--- src/common/tmr_pkg.sv ---
// Purpose: Shared constants and types for the channel 0 I/O control block
// Assumes: APB with 32-bit data, one aligned word per register
// Notes: Field nibbles hold {mode, initial level, action[1:0]}
package tmr_pkg;
    localparam int TMR_AW = 4;
    localparam logic [TMR_AW-1:0] TMR_OFF_IOC_HIGH = 4'h0;
    localparam logic [TMR_AW-1:0] TMR_OFF_IOC_LOW = 4'h4;
    localparam logic [TMR_AW-1:0] TMR_OFF_MODE = 4'h8;
    localparam logic [TMR_AW-1:0] TMR_OFF_STATUS = 4'hC;
    localparam logic [7:0] TMR_IOC_RST = 8'h00;
    localparam logic [2:0] TMR_MODE_RST = 3'h0;
    // Mode/control register bits
    localparam int TMR_BIT_RUN = 0;
    localparam int TMR_BIT_BUF_C = 1;
    localparam int TMR_BIT_BUF_D = 2;
    // Status register bits
    localparam int TMR_ST_PIN_A = 0;
    localparam int TMR_ST_PIN_D = 1;
    localparam int TMR_ST_DRV_A = 2;
    localparam int TMR_ST_DRV_D = 3;
    localparam int TMR_ST_IN_A = 4;
    localparam int TMR_ST_IN_D = 5;
    // Field bit positions inside a nibble
    localparam int TMR_F_CAP = 3;
    localparam int TMR_F_INIT = 2;
    // Field index: A, C, D
    localparam int TMR_FA = 0;
    localparam int TMR_FC = 1;
    localparam int TMR_FD = 2;
    localparam int TMR_NFLD = 3;
    localparam logic [1:0] TMR_CODE_NONE = 2'h0;
    localparam logic [1:0] TMR_CODE_LOW = 2'h1;
    localparam logic [1:0] TMR_CODE_HIGH = 2'h2;
    typedef enum logic [1:0] {TMR_ACT_NONE, TMR_ACT_LOW, TMR_ACT_HIGH, TMR_ACT_TOGGLE} tmr_act_t;
endpackage

--- src/common/tmr_fld_if.sv ---
// Purpose: One control field and its decoded meaning
// Assumes: Decoder is purely combinational
// Notes: cfg side drives the raw field, dec side the meaning
interface tmr_fld_if;
    import tmr_pkg::*;
    logic [3:0] field;
    logic ignore;
    logic cmp_mode;
    logic oe;
    logic init_lvl;
    tmr_act_t act;
    logic cap_rise;
    logic cap_fall;
    modport cfg (output field, output ignore, input cmp_mode, input oe, input init_lvl, input act,
                 input cap_rise, input cap_fall);
    modport dec (input field, input ignore, output cmp_mode, output oe, output init_lvl, output act,
                 output cap_rise, output cap_fall);
endinterface

--- src/design/tmr_fld_dec.sv ---
// Purpose: Decode one 4-bit I/O control field
// Assumes: ignore is high while the register serves as a buffer
// Notes: Prohibited codes decode to no function at all
module tmr_fld_dec (
    tmr_fld_if.dec f
);
    import tmr_pkg::*;
    logic cap_ok;
    always_comb
    begin
        f.cmp_mode = !f.field[TMR_F_CAP] && !f.ignore;
        f.oe = f.cmp_mode && (f.field[1:0] != TMR_CODE_NONE);
        f.init_lvl = f.field[TMR_F_INIT];
        case (f.field[1:0])
            TMR_CODE_NONE: f.act = TMR_ACT_NONE;
            TMR_CODE_LOW: f.act = TMR_ACT_LOW;
            TMR_CODE_HIGH: f.act = TMR_ACT_HIGH;
            default: f.act = TMR_ACT_TOGGLE;
        endcase
        // Codes 11xx do nothing rather than guess
        cap_ok = f.field[TMR_F_CAP] && !f.field[TMR_F_INIT] && !f.ignore;
        f.cap_rise = cap_ok && (f.field[1] || !f.field[0]);
        f.cap_fall = cap_ok && (f.field[1] || f.field[0]);
    end
endmodule // tmr_fld_dec

--- src/design/tmr_io_ctrl.sv ---
// Purpose: Channel 0 I/O control: compare pin levels and capture strobes for A, C, D
// Assumes: Compare match inputs come from counter logic on pclk
// Notes: A and C share pin A; C acts after A in the same cycle
//
// Decided for this implementation: the address map and register access over APB.
module tmr_io_ctrl (
    input wire logic pclk,
    input wire logic presetn,
    input wire logic psel,
    input wire logic penable,
    input wire logic pwrite,
    input wire logic [tmr_pkg::TMR_AW-1:0] paddr,
    input wire logic [31:0] pwdata,
    input wire logic [3:0] pstrb,
    output logic [31:0] prdata,
    output logic pready,
    output logic pslverr,
    input wire logic cmp_match_a,
    input wire logic cmp_match_c,
    input wire logic cmp_match_d,
    input wire logic ch0_pin_a_i,
    output logic ch0_pin_a_o,
    output logic ch0_pin_a_oe_n,
    input wire logic ch0_pin_d_i,
    output logic ch0_pin_d_o,
    output logic ch0_pin_d_oe_n,
    output logic capture_a,
    output logic capture_c,
    output logic capture_d
);
    import tmr_pkg::*;

    ////////////////////////////////////////////////////////////////////////
    // Register file
    logic [7:0] ioh_q, ioh_d, iol_q, iol_d;
    logic [2:0] mode_q, mode_d;
    logic [31:0] rdata_q, rdata_d;
    logic [31:0] status;
    logic mapped, setup, wr_ok;
    logic pa_q, pa_d, pd_q, pd_d, oea_q, oea_d, oed_q, oed_d;
    logic [2:0] sa_q, sd_q;
    logic la_q, la_d, ld_q, ld_d;
    logic [2:0] cap_q, cap_d;
    logic [3:0] fval [TMR_NFLD];

    assign mapped = (paddr[1:0] == 2'b00);
    assign setup = psel && !penable;
    assign wr_ok = psel && penable && pwrite && mapped && pstrb[0];
    // Read data latched in setup so prdata comes from a flop with no wait state
    assign pready = 1'b1;
    assign pslverr = psel && penable && !mapped;
    assign prdata = rdata_q;
    assign status = {26'h000_0000, ld_q, la_q, oed_q, oea_q, pd_q, pa_q};

    always_comb
    begin
        ioh_d = ioh_q;
        iol_d = iol_q;
        mode_d = mode_q;
        rdata_d = rdata_q;
        if (wr_ok)
        begin
            case (paddr)
                TMR_OFF_IOC_HIGH: ioh_d = pwdata[7:0];
                TMR_OFF_IOC_LOW: iol_d = pwdata[7:0];
                TMR_OFF_MODE: mode_d = pwdata[2:0];
                default: ;
            endcase
        end
        if (setup && !pwrite)
        begin
            case (paddr)
                TMR_OFF_IOC_HIGH: rdata_d = {24'h00_0000, ioh_q};
                TMR_OFF_IOC_LOW: rdata_d = {24'h00_0000, iol_q};
                TMR_OFF_MODE: rdata_d = {29'h0000_0000, mode_q};
                TMR_OFF_STATUS: rdata_d = status;
                default: rdata_d = 32'h0000_0000;
            endcase
        end
    end

    always_ff @(posedge pclk or negedge presetn)
    begin
        if (!presetn)
        begin
            ioh_q <= TMR_IOC_RST;
            iol_q <= TMR_IOC_RST;
            mode_q <= TMR_MODE_RST;
            rdata_q <= 32'h0000_0000;
        end
        else
        begin
            ioh_q <= ioh_d;
            iol_q <= iol_d;
            mode_q <= mode_d;
            rdata_q <= rdata_d;
        end
    end

    ////////////////////////////////////////////////////////////////////////
    // Field decode
    tmr_fld_if fld [TMR_NFLD] ();
    assign fval[TMR_FA] = ioh_q[3:0];
    assign fval[TMR_FC] = iol_q[3:0];
    assign fval[TMR_FD] = iol_q[7:4];

    for (genvar i = 0; i < TMR_NFLD; i++)
    begin : g_fld
        assign fld[i].field = fval[i];
        if (i == TMR_FA)
        begin : g_a
            assign fld[i].ignore = 1'b0;
        end
        else if (i == TMR_FC)
        begin : g_c
            assign fld[i].ignore = mode_q[TMR_BIT_BUF_C];
        end
        else
        begin : g_d
            assign fld[i].ignore = mode_q[TMR_BIT_BUF_D];
        end
        tmr_fld_dec u_dec (
            .f(fld[i])
        );
    end

    ////////////////////////////////////////////////////////////////////////
    // Pin input filter and capture
    logic rise_a, fall_a, rise_d, fall_d;

    always_comb
    begin
        // Stage 0 is seen only by stage 1
        la_d = (sa_q[1] == sa_q[2]) ? sa_q[2] : la_q;
        ld_d = (sd_q[1] == sd_q[2]) ? sd_q[2] : ld_q;
        rise_a = la_d && !la_q;
        fall_a = !la_d && la_q;
        rise_d = ld_d && !ld_q;
        fall_d = !ld_d && ld_q;
        cap_d[TMR_FA] = (rise_a && fld[TMR_FA].cap_rise) || (fall_a && fld[TMR_FA].cap_fall);
        cap_d[TMR_FC] = (rise_a && fld[TMR_FC].cap_rise) || (fall_a && fld[TMR_FC].cap_fall);
        cap_d[TMR_FD] = (rise_d && fld[TMR_FD].cap_rise) || (fall_d && fld[TMR_FD].cap_fall);
    end

    always_ff @(posedge pclk or negedge presetn)
    begin
        if (!presetn)
        begin
            sa_q <= 3'h0;
            sd_q <= 3'h0;
            la_q <= 1'b0;
            ld_q <= 1'b0;
            cap_q <= 3'h0;
        end
        else
        begin
            sa_q <= {sa_q[1:0], ch0_pin_a_i};
            sd_q <= {sd_q[1:0], ch0_pin_d_i};
            la_q <= la_d;
            ld_q <= ld_d;
            cap_q <= cap_d;
        end
    end

    assign capture_a = cap_q[TMR_FA];
    assign capture_c = cap_q[TMR_FC];
    assign capture_d = cap_q[TMR_FD];

    ////////////////////////////////////////////////////////////////////////
    // Compare outputs
    function automatic logic apply(logic lvl, tmr_act_t act, logic hit);
        logic r;
        r = lvl;
        if (hit)
        begin
            case (act)
                TMR_ACT_LOW: r = 1'b0;
                TMR_ACT_HIGH: r = 1'b1;
                TMR_ACT_TOGGLE: r = !lvl;
                default: r = lvl;
            endcase
        end
        return r;
    endfunction

    logic run;
    assign run = mode_q[TMR_BIT_RUN];

    always_comb
    begin
        pa_d = pa_q;
        pd_d = pd_q;
        if (!run)
        begin
            // While stopped the level tracks the field's initial setting
            if (fld[TMR_FA].cmp_mode)
                pa_d = fld[TMR_FA].init_lvl;
            else if (fld[TMR_FC].cmp_mode)
                pa_d = fld[TMR_FC].init_lvl;
            if (fld[TMR_FD].cmp_mode)
                pd_d = fld[TMR_FD].init_lvl;
        end
        else
        begin
            pa_d = apply(pa_q, fld[TMR_FA].act, cmp_match_a && fld[TMR_FA].cmp_mode);
            pa_d = apply(pa_d, fld[TMR_FC].act, cmp_match_c && fld[TMR_FC].cmp_mode);
            pd_d = apply(pd_q, fld[TMR_FD].act, cmp_match_d && fld[TMR_FD].cmp_mode);
        end
        oea_d = fld[TMR_FA].oe || fld[TMR_FC].oe;
        oed_d = fld[TMR_FD].oe;
    end

    always_ff @(posedge pclk or negedge presetn)
    begin
        if (!presetn)
        begin
            pa_q <= 1'b0;
            pd_q <= 1'b0;
            oea_q <= 1'b0;
            oed_q <= 1'b0;
        end
        else
        begin
            pa_q <= pa_d;
            pd_q <= pd_d;
            oea_q <= oea_d;
            oed_q <= oed_d;
        end
    end

    assign ch0_pin_a_o = pa_q;
    assign ch0_pin_d_o = pd_q;
    assign ch0_pin_a_oe_n = !oea_q;
    assign ch0_pin_d_oe_n = !oed_q;
endmodule // tmr_io_ctrl

--- config.mk ---
export PLATFORM = sky130hd
export DESIGN_NAME = tmr_io_ctrl
export DESIGN_NICKNAME = d
export VERILOG_FILES = /design/src/common/tmr_pkg.sv /design/src/common/tmr_fld_if.sv /design/src/design/tmr_fld_dec.sv /design/src/design/tmr_io_ctrl.sv
export SDC_FILE = /design/constraint.sdc
export NUM_CORES = 1
export LEC_CHECK = 0
export BUFFER_PORTS_ARGS = -buffer_cell sky130_fd_sc_hd__buf_4
export CAP_MARGIN = 20
export CELL_PAD_IN_SITES_DETAIL_PLACEMENT = 1
export CELL_PAD_IN_SITES_GLOBAL_PLACEMENT = 2
export CORE_ASPECT_RATIO = 1.2
export CORE_MARGIN = 2
export CORE_UTILIZATION = 29
export DETAILED_ROUTE_END_ITERATION = 12
export GPL_TIMING_DRIVEN = 0
export PLACE_DENSITY_LB_ADDON = 0.12
export SLEW_MARGIN = 10
export SYNTH_ARGS = -nofsm -noshare
export SYNTH_HDL_FRONTEND = slang
export SYNTH_SLANG_ARGS = --single-unit
--- constraint.sdc ---
create_clock -name pclk -period 1.7 [get_ports pclk]
set_clock_uncertainty 0.05 [all_clocks]
set_input_delay 0.17 -clock pclk [delete_from_list [all_inputs] [get_ports pclk]]
set_output_delay 0.17 -clock pclk [all_outputs]
set_load 0.02 [all_outputs]
==> qor.txt, run 1 <==
FF-to-FF path depth -> 5
Worst-margin pin slew -> 0.7102 ns
Xor/xnor share of the synthesized area -> 0%
Final Setup Violations -> 0
Maximum vdd ir drop -> 0.0003521 V
Maximum clock insertion buffer count -> 2
Tmin final -> 1.587 ns
Endpoint class of the critical path -> flip-flop
Simple-gate share of the synthesized area -> 10.89%
Vert. Die Dim -> 98.53 um
Cts bufs inserted -> 5
Reg-to-Reg End -> ch0_pin_d_o
Vias in the first global route -> 1542
Clk Latency, worst-skew pair -> 0.30 ns
Avg WL per Cell -> 14.41 um
Status -> finished, final reports clean
Starting density of the core -> 29.86%
Placer Congestion -> 0.7349
Reg2reg setup slack -> 0.11 ns
Antenna violations before repair -> 0
LEAKAGE -> 1.341 nW
# fillers -> 801
Mux cell area share after synthesis -> 16.98%
Clock Sinks -> 42
Hold Crit Depth -> 2
Crit path cell chain -> inv_1 > ha_1 > o21ai_0 > a211oi_1 > mux2_2
Num rows -> 34
CTS clk-pin slew, worst paths -> 0.09 ns
Relative slew slack -> 52.30%
Max-cap violations -> 0
Root buffer cell -> clkbuf_8
CP required -> 1.83 ns
Layout cells sized above 1 -> 42.57%
Layout Utilization -> 38.63%
Die area -> 8156 um^2
Fin crit share -> 93.35%
Mapped Cells -> 177
Final instance area -> 2794 um^2
GRT Total Usage -> 13.06%
Nets -> 302
Number of synthesized register bits -> 42
Critical path peak fanout -> 5
Sequential share of the synthesized area -> 48.67%
Achievable Freq -> 630.1 MHz
Largest net degree at the start of global routing -> 43
Drt total wl -> 4884 um
Arr. time, crit path -> 1.72 ns
Yosys warning total -> 0
DP Area -> 2636 um^2
Mean post-synth cell area -> 12.20 um^2
Average vias per placed instance -> 4.493
Synth Area in Adders -> 3.244%
Reg2reg start -> iol_q[5]
N_diodes -> 0
Yosys cell types -> 40
Min-delay worst type -> primary input to flip-flop
Die Wd -> 82.78 um
Total gr overflow -> 0
Pwr dens -> 856.3 nW/um^2
DRT antenna net count -> 0
Synthesized area -> 2160 um^2
Hold Path End -> ioh_q[7]
Tot Pwr -> 2.392 mW
Main combinational cell family by area after synthesis -> multiplexers
Compound-Gate Fraction of Synth Area -> 8.285%
PortBufs -> 37
DRC Markers -> 0
Area Growth Syn to Fin -> 29.37%
Fin. Hold Viols -> 0
CP max-delay cell -> dfrtp_2
Setup Crit Path Kind -> flip-flop to flip-flop
CP peak stage delay -> 0.41 ns
First-pass GRT wire length -> 7976 um
H-tree levels -> 2
Initial DRC count -> 48
Startpoint Class -> flip-flop
CTS tree -> yes
Worst hold slack -> 0.04454 ns
Core area -> 7232 um^2
Slew Viols, Final -> 0
I/O pins -> 91
Vias -> 1523
Worst Hold Launch -> pwdata[7]
Drt pass-1 iters -> 3
HPWL after DPL -> 3750 um
RSZ-0062 raised after global routing -> no
## cell families (layout without fill, tap and decap cells)
| group | Yosys count | after routing |
|---|---|---|
| simple gates | 32 | 32 |
| other cells | 2 | 25 |
| buf+inv | 39 | 88 |
| mux | 30 | 30 |
| compound gates | 26 | 26 |
| fa+ha+maj | 6 | 6 |
| flops | 42 | 42 |
## critical path: cells and delay by family, from the launching register on
family	cells	cell delay, ns
fa+ha+maj	1	0.26
mux	1	0.36
buf+inv	1	0.07
compound gates	2	0.32
flops	1	0.41
## final cells by class
type                       count  area (um^2)  share of cell area, %
buffer                        30        216.5                  7.747
clock buffer                   5        68.82                  2.463
clock inverter                 3        45.04                  1.612
inverter                       9        33.78                  1.209
multi-input combinational    119        949.7                  33.99
sequential                    42         1052                  37.66
tap                           90        112.6                  4.030
timing repair buffer          41        315.3                  11.29
## through the flow
stage	setup slack [ns]	instances	TNS, ns
floorplan	0.1727	200	0
global placement	-0.1897	327	-2.742
detailed placement	-0.1957	327	-2.814
CTS	0.01792	339	0
global route	0.01208	339	0
finish	0.1130	339	0
## cell usage after synthesis
cell	n	area, um^2
a2111o_1	1	11.26
a2111oi_0	1	8.760
a211oi_1	1	7.510
a21oi_1	2	10.01
a22o_1	3	26.28
a22oi_1	3	22.52
a311o_1	1	10.01
a31oi_1	2	12.51
and3_1	1	6.260
and3b_1	1	8.760
and4b_1	1	10.01
buf_2	2	10.01
buf_4	25	187.7
buf_6	1	11.26
clkbuf_1	2	7.510
conb_1	2	7.510
dfrtp_1	42	1051
ha_1	4	50.05
inv_1	9	33.78
maj3_1	2	20.02
mux2_1	1	11.26
mux2_2	22	247.7
mux2i_1	4	40.04
mux4_2	3	67.56
nand2_1	5	18.77
nand2b_1	2	12.51
nand3b_1	1	7.510
nand4_1	2	12.51
nor2_1	6	22.52
nor3_1	2	10.01
nor3b_1	1	7.510
nor4_4	2	42.54
nor4b_1	2	17.52
nor4b_2	1	15.01
nor4bb_1	2	20.02
o211ai_1	1	7.510
o21ai_0	9	45.04
o41ai_1	2	17.52
or2_1	1	6.260
or3b_2	2	17.52
## worst max path at each step
stage | start | endpoint | slack, ns | depth (start not counted)
2_1_floorplan | iol_q[4] | ch0_pin_d_o | 0.17 | 5
3_3_place_gp | paddr[1] | ioh_q[3] | -0.19 | 5
3_5_place_dp | paddr[1] | ioh_q[2] | -0.20 | 5
4_1_cts | la_q | cap_q[1] | 0.02 | 3
5_1_grt | iol_q[5] | ch0_pin_d_o | 0.01 | 5
6_report | iol_q[5] | ch0_pin_d_o | 0.11 | 5
## what timing repair did
action / 4_1_cts / 5_1_grt
hold endpoints to repair: 44 / 0
pin swaps: 0 / 1
resized for setup: 0 / 2
hold buffers: 3 / 0
setup buffers: 1 / 0
setup endpoints to repair: 1 / 2
## registers in the layout, summed over array words and instances (netlist names), 3 cells and up
name    count
ioh_q       8
iol_q       8
prdata      8
cap_q       3
mode_q      3
sa_q        3
sd_q        3
## power by group
| part | internal (mW) | switching [mW] |
|---|---|---|
| Clock | 0.437 | 0.359 |
| Combinational | 0.221 | 0.218 |
| Sequential | 1.07 | 0.0830 |
## routing by layer
| layer | vias up | share of wire, % | global-route usage [%] |
|---|---|---|---|
| met5 | - | 0 | 0 |
| met4 | 0 | 0.47 | 4.161 |
| met3 | 3 | 3.6 | 2.839 |
| met2 | 29 | 54 | 22.15 |
| met1 | 762 | 42 | 16.31 |
| li1 | 729 | - | - |
## placed cells by master, fill, tap and decap left out, drive strengths merged, types with 3 or more instances in the layout
master       Yosys  routed
conb             2      25
nor2             6       6
dfrtp           42      42
o21ai            9       9
mux2            23      23
ha               4       4
mux4             3       3
nor4b            3       3
clkbuf           2       7
nand2            5       5
dlygate4sd3      0       3
inv              9       9
a22oi            3       3
buf             28      66
mux2i            4       4
a22o             3       3
No activity file was read; power rests on OpenSTA's default activity.
==> run 2: changes to the inputs <==
- ABC_AREA: default -> 1
- CORE_UTILIZATION: 29 -> 26
- clock period: 1.7 -> 1.8 ns (I/O delays scaled with it)
==> run 2 against run 1 <==
Against the previous run:
- register-to-register slack better by 0.28 ns
- routed wire length increased by 18%
- hold slack lost 0.0037 ns
- final cell count up 24%
- clock-buffer cell count grew 1
- largest power group unchanged
==> qor.txt, run 2 <==
CP max-delay cell -> dfrtp_1
Setup Crit Path Kind -> flip-flop to flip-flop
Top post-synthesis cells by area -> dfrtp_1 49%, nand2_1 11%, buf_4 9.4%
Most frequent cells in the layout -> 66 x nand2_1, 65 x buf_4, 42 x dfrtp_1
Post-CTS Setup Repair Bufs -> 0
First-pass GRT wire length -> 9501 um
Cells after DPL -> 412
Num rows -> 36
DRT antenna net count -> 0
CTS tree -> yes
Fin. Hold Viols -> 0
Endpoint class of the critical path -> flip-flop
Most common cell after layout, fill and taps aside -> nand2_1
DRC Markers -> 0
Core area -> 8108 um^2
Layout cells sized above 1 -> 24.77%
Switching portion of total power -> 30.37%
Pwr dens -> 751.6 nW/um^2
Reg power frac -> 51.0%
Initial DRC count -> 56
Worst Hold Launch -> pwdata[3]
Mean post-synth cell area -> 8.450 um^2
HPWL after DPL -> 4543 um
Area Growth Syn to Fin -> 27.76%
Hold Crit Depth -> 3
Slew Viols, Final -> 0
Post-synth top cells -> 66 x nand2_1, 42 x dfrtp_1, 30 x o21ai_0
I/O pins -> 91
Avg WL per Cell -> 13.68 um
Synth Flop Type -> dfrtp_1
Root buffer cell -> clkbuf_8
CTS clk-pin slew, worst paths -> 0.08 ns
PortBufs -> 38
Drt total wl -> 5771 um
Vias -> 1817
Combinational share of power -> 20.1%
Asr flop ratio synth -> 100.0%
Sequential share of the synthesized area -> 48.58%
Placer Congestion -> 0.7576
CP peak stage delay -> 0.41 ns
Total gr overflow -> 0
Achievable Freq -> 712.8 MHz
Cells resized by post-CTS repair -> 0
Crit path cell chain -> inv_1 > ha_1 > o21ai_0 > a21oi_1 > nand2_1 > o21ai_0
Cts bufs inserted -> 5
CP required -> 1.94 ns
Layout Utilization -> 34.09%
Arr. time, crit path -> 1.54 ns
Area leader, netlist -> dfrtp_1
Most frequent cell after synthesis -> nand2_1
Fin crit share -> 77.94%
Critical Path Most Common Cell -> o21ai_0
Reg2reg start -> iol_q[5]
Startpoint Class -> flip-flop
Tmin final -> 1.403 ns
Clk Latency, worst-skew pair -> 0.30 ns
Final Setup Violations -> 0
Clock Sinks -> 42
Min-delay worst type -> primary input to flip-flop
Critical path launch point -> iol_q[5]
RSZ-0062 raised after global routing -> no
Maximum clock insertion buffer count -> 2
H-tree levels -> 2
Number of enable flip-flop cells after synthesis -> 0
Number of synthesized register bits -> 42
Relative slew slack -> 63.68%
Worst-margin pin slew -> 0.5448 ns
Mapped Cells -> 256
Clock share of power -> 28.9%
Final Worst Setup Slack -> 0.3970 ns
Fin cells -> 422
Critical path peak fanout -> 4
Status -> finished, final reports clean
Worst hold slack -> 0.04088 ns
Starting density of the core -> 26.68%
Nets -> 381
Pint -> 1.446 mW
Die area -> 9070 um^2
Maximum vdd ir drop -> 0.0001924 V
Yosys cell types -> 25
N_diodes -> 0
Vert. Die Dim -> 103.9 um
Net Sw Power -> 630.9 uW
Yosys warning total -> 0
Die Wd -> 87.27 um
Antenna violations before repair -> 0
Setup TNS -> 0 ns
Drt pass-1 iters -> 4
GRT Total Usage -> 13.61%
Vias in the first global route -> 1906
Average vias per placed instance -> 4.306
Synth top area share -> 48.58%
Largest net degree at the start of global routing -> 43
Dpl ws -> 0.2278 ns
Synthesized area -> 2163 um^2
FF-to-FF path depth -> 6
LEAKAGE -> 1.449 nW
Max-cap violations -> 0
==> run 2: worst max-delay path, delay by kind of cell (launching register included) <==
| kind | cells | cell delay [ns] |
|---|---|---|
| flip-flops | 1 | 0.41 |
| AO/OA/AOI/OAI | 3 | 0.36 |
| AND/OR/NAND/NOR | 1 | 0.07 |
| adder cells (fa/ha/maj) | 1 | 0.25 |
| buffers and inverters | 1 | 0.15 |
==> run 2: path summary, 6_finish.rpt <==
path | to | slack (ns)
worst min register to register | sd_q[1] | 0.30
min in group asynchronous | prdata[5] | 0.34
worst max register to register | ch0_pin_d_o | 0.40
worst min-delay path | iol_q[3] | 0.04
worst max-delay path | ch0_pin_d_o | 0.40
max in group asynchronous | oea_q | 0.97
==> run 2: cell families after synthesis <==
family	synth area share, %
compound gates	11.86
other cells	0.3472
buf+inv	14.92
simple gates	21.52
fa+ha+maj	2.776
flops	48.58
==> run 2: routing by layer <==
metal,global-route usage [%],vias up,wire length [um]
met1,17.08,843,2580
met5,0,-,0
met3,2.460,6,281
met4,4.286,0,86
li1,-,915,-
met2,23.27,53,2822
==> run 2: repair_timing <==
action	CTS	global route
setup endpoints to repair	0	0
hold endpoints to repair	44	0
hold buffers	3	0
==> run 2: stage by stage <==
step,power [mW],instance area [um^2]
final,2.077,2764
after global placement,1.494,2654
after CTS,2.123,2764
after floorplan,1.321,2250
after global routing,2.198,2764
after detailed placement,1.499,2654
==> run 2: power groups by stage <==
| stage | sequential (mW) | clock [mW] | combinational, mW |
|---|---|---|---|
| 2_1_floorplan | 1.10 | 0 | 0.217 |
| 3_3_place_gp | 1.08 | 0 | 0.415 |
| 3_5_place_dp | 1.08 | 0 | 0.419 |
| 4_1_cts | 1.06 | 0.637 | 0.426 |
| 5_1_grt | 1.07 | 0.662 | 0.466 |
| 6_report | 1.06 | 0.600 | 0.418 |
==> run 2: final cells by class <==
| cell class | instances | area [um^2] |
|---|---|---|
| sequential | 42 | 1051 |
| clock inverter | 1 | 7.507 |
| timing repair buffer | 41 | 315.3 |
| clock buffer | 6 | 72.57 |
| fill | 1021 | 5344 |
| tap | 95 | 118.9 |
| multi-input combinational | 180 | 875.8 |
| inverter | 29 | 108.9 |
| buffer | 28 | 214.0 |
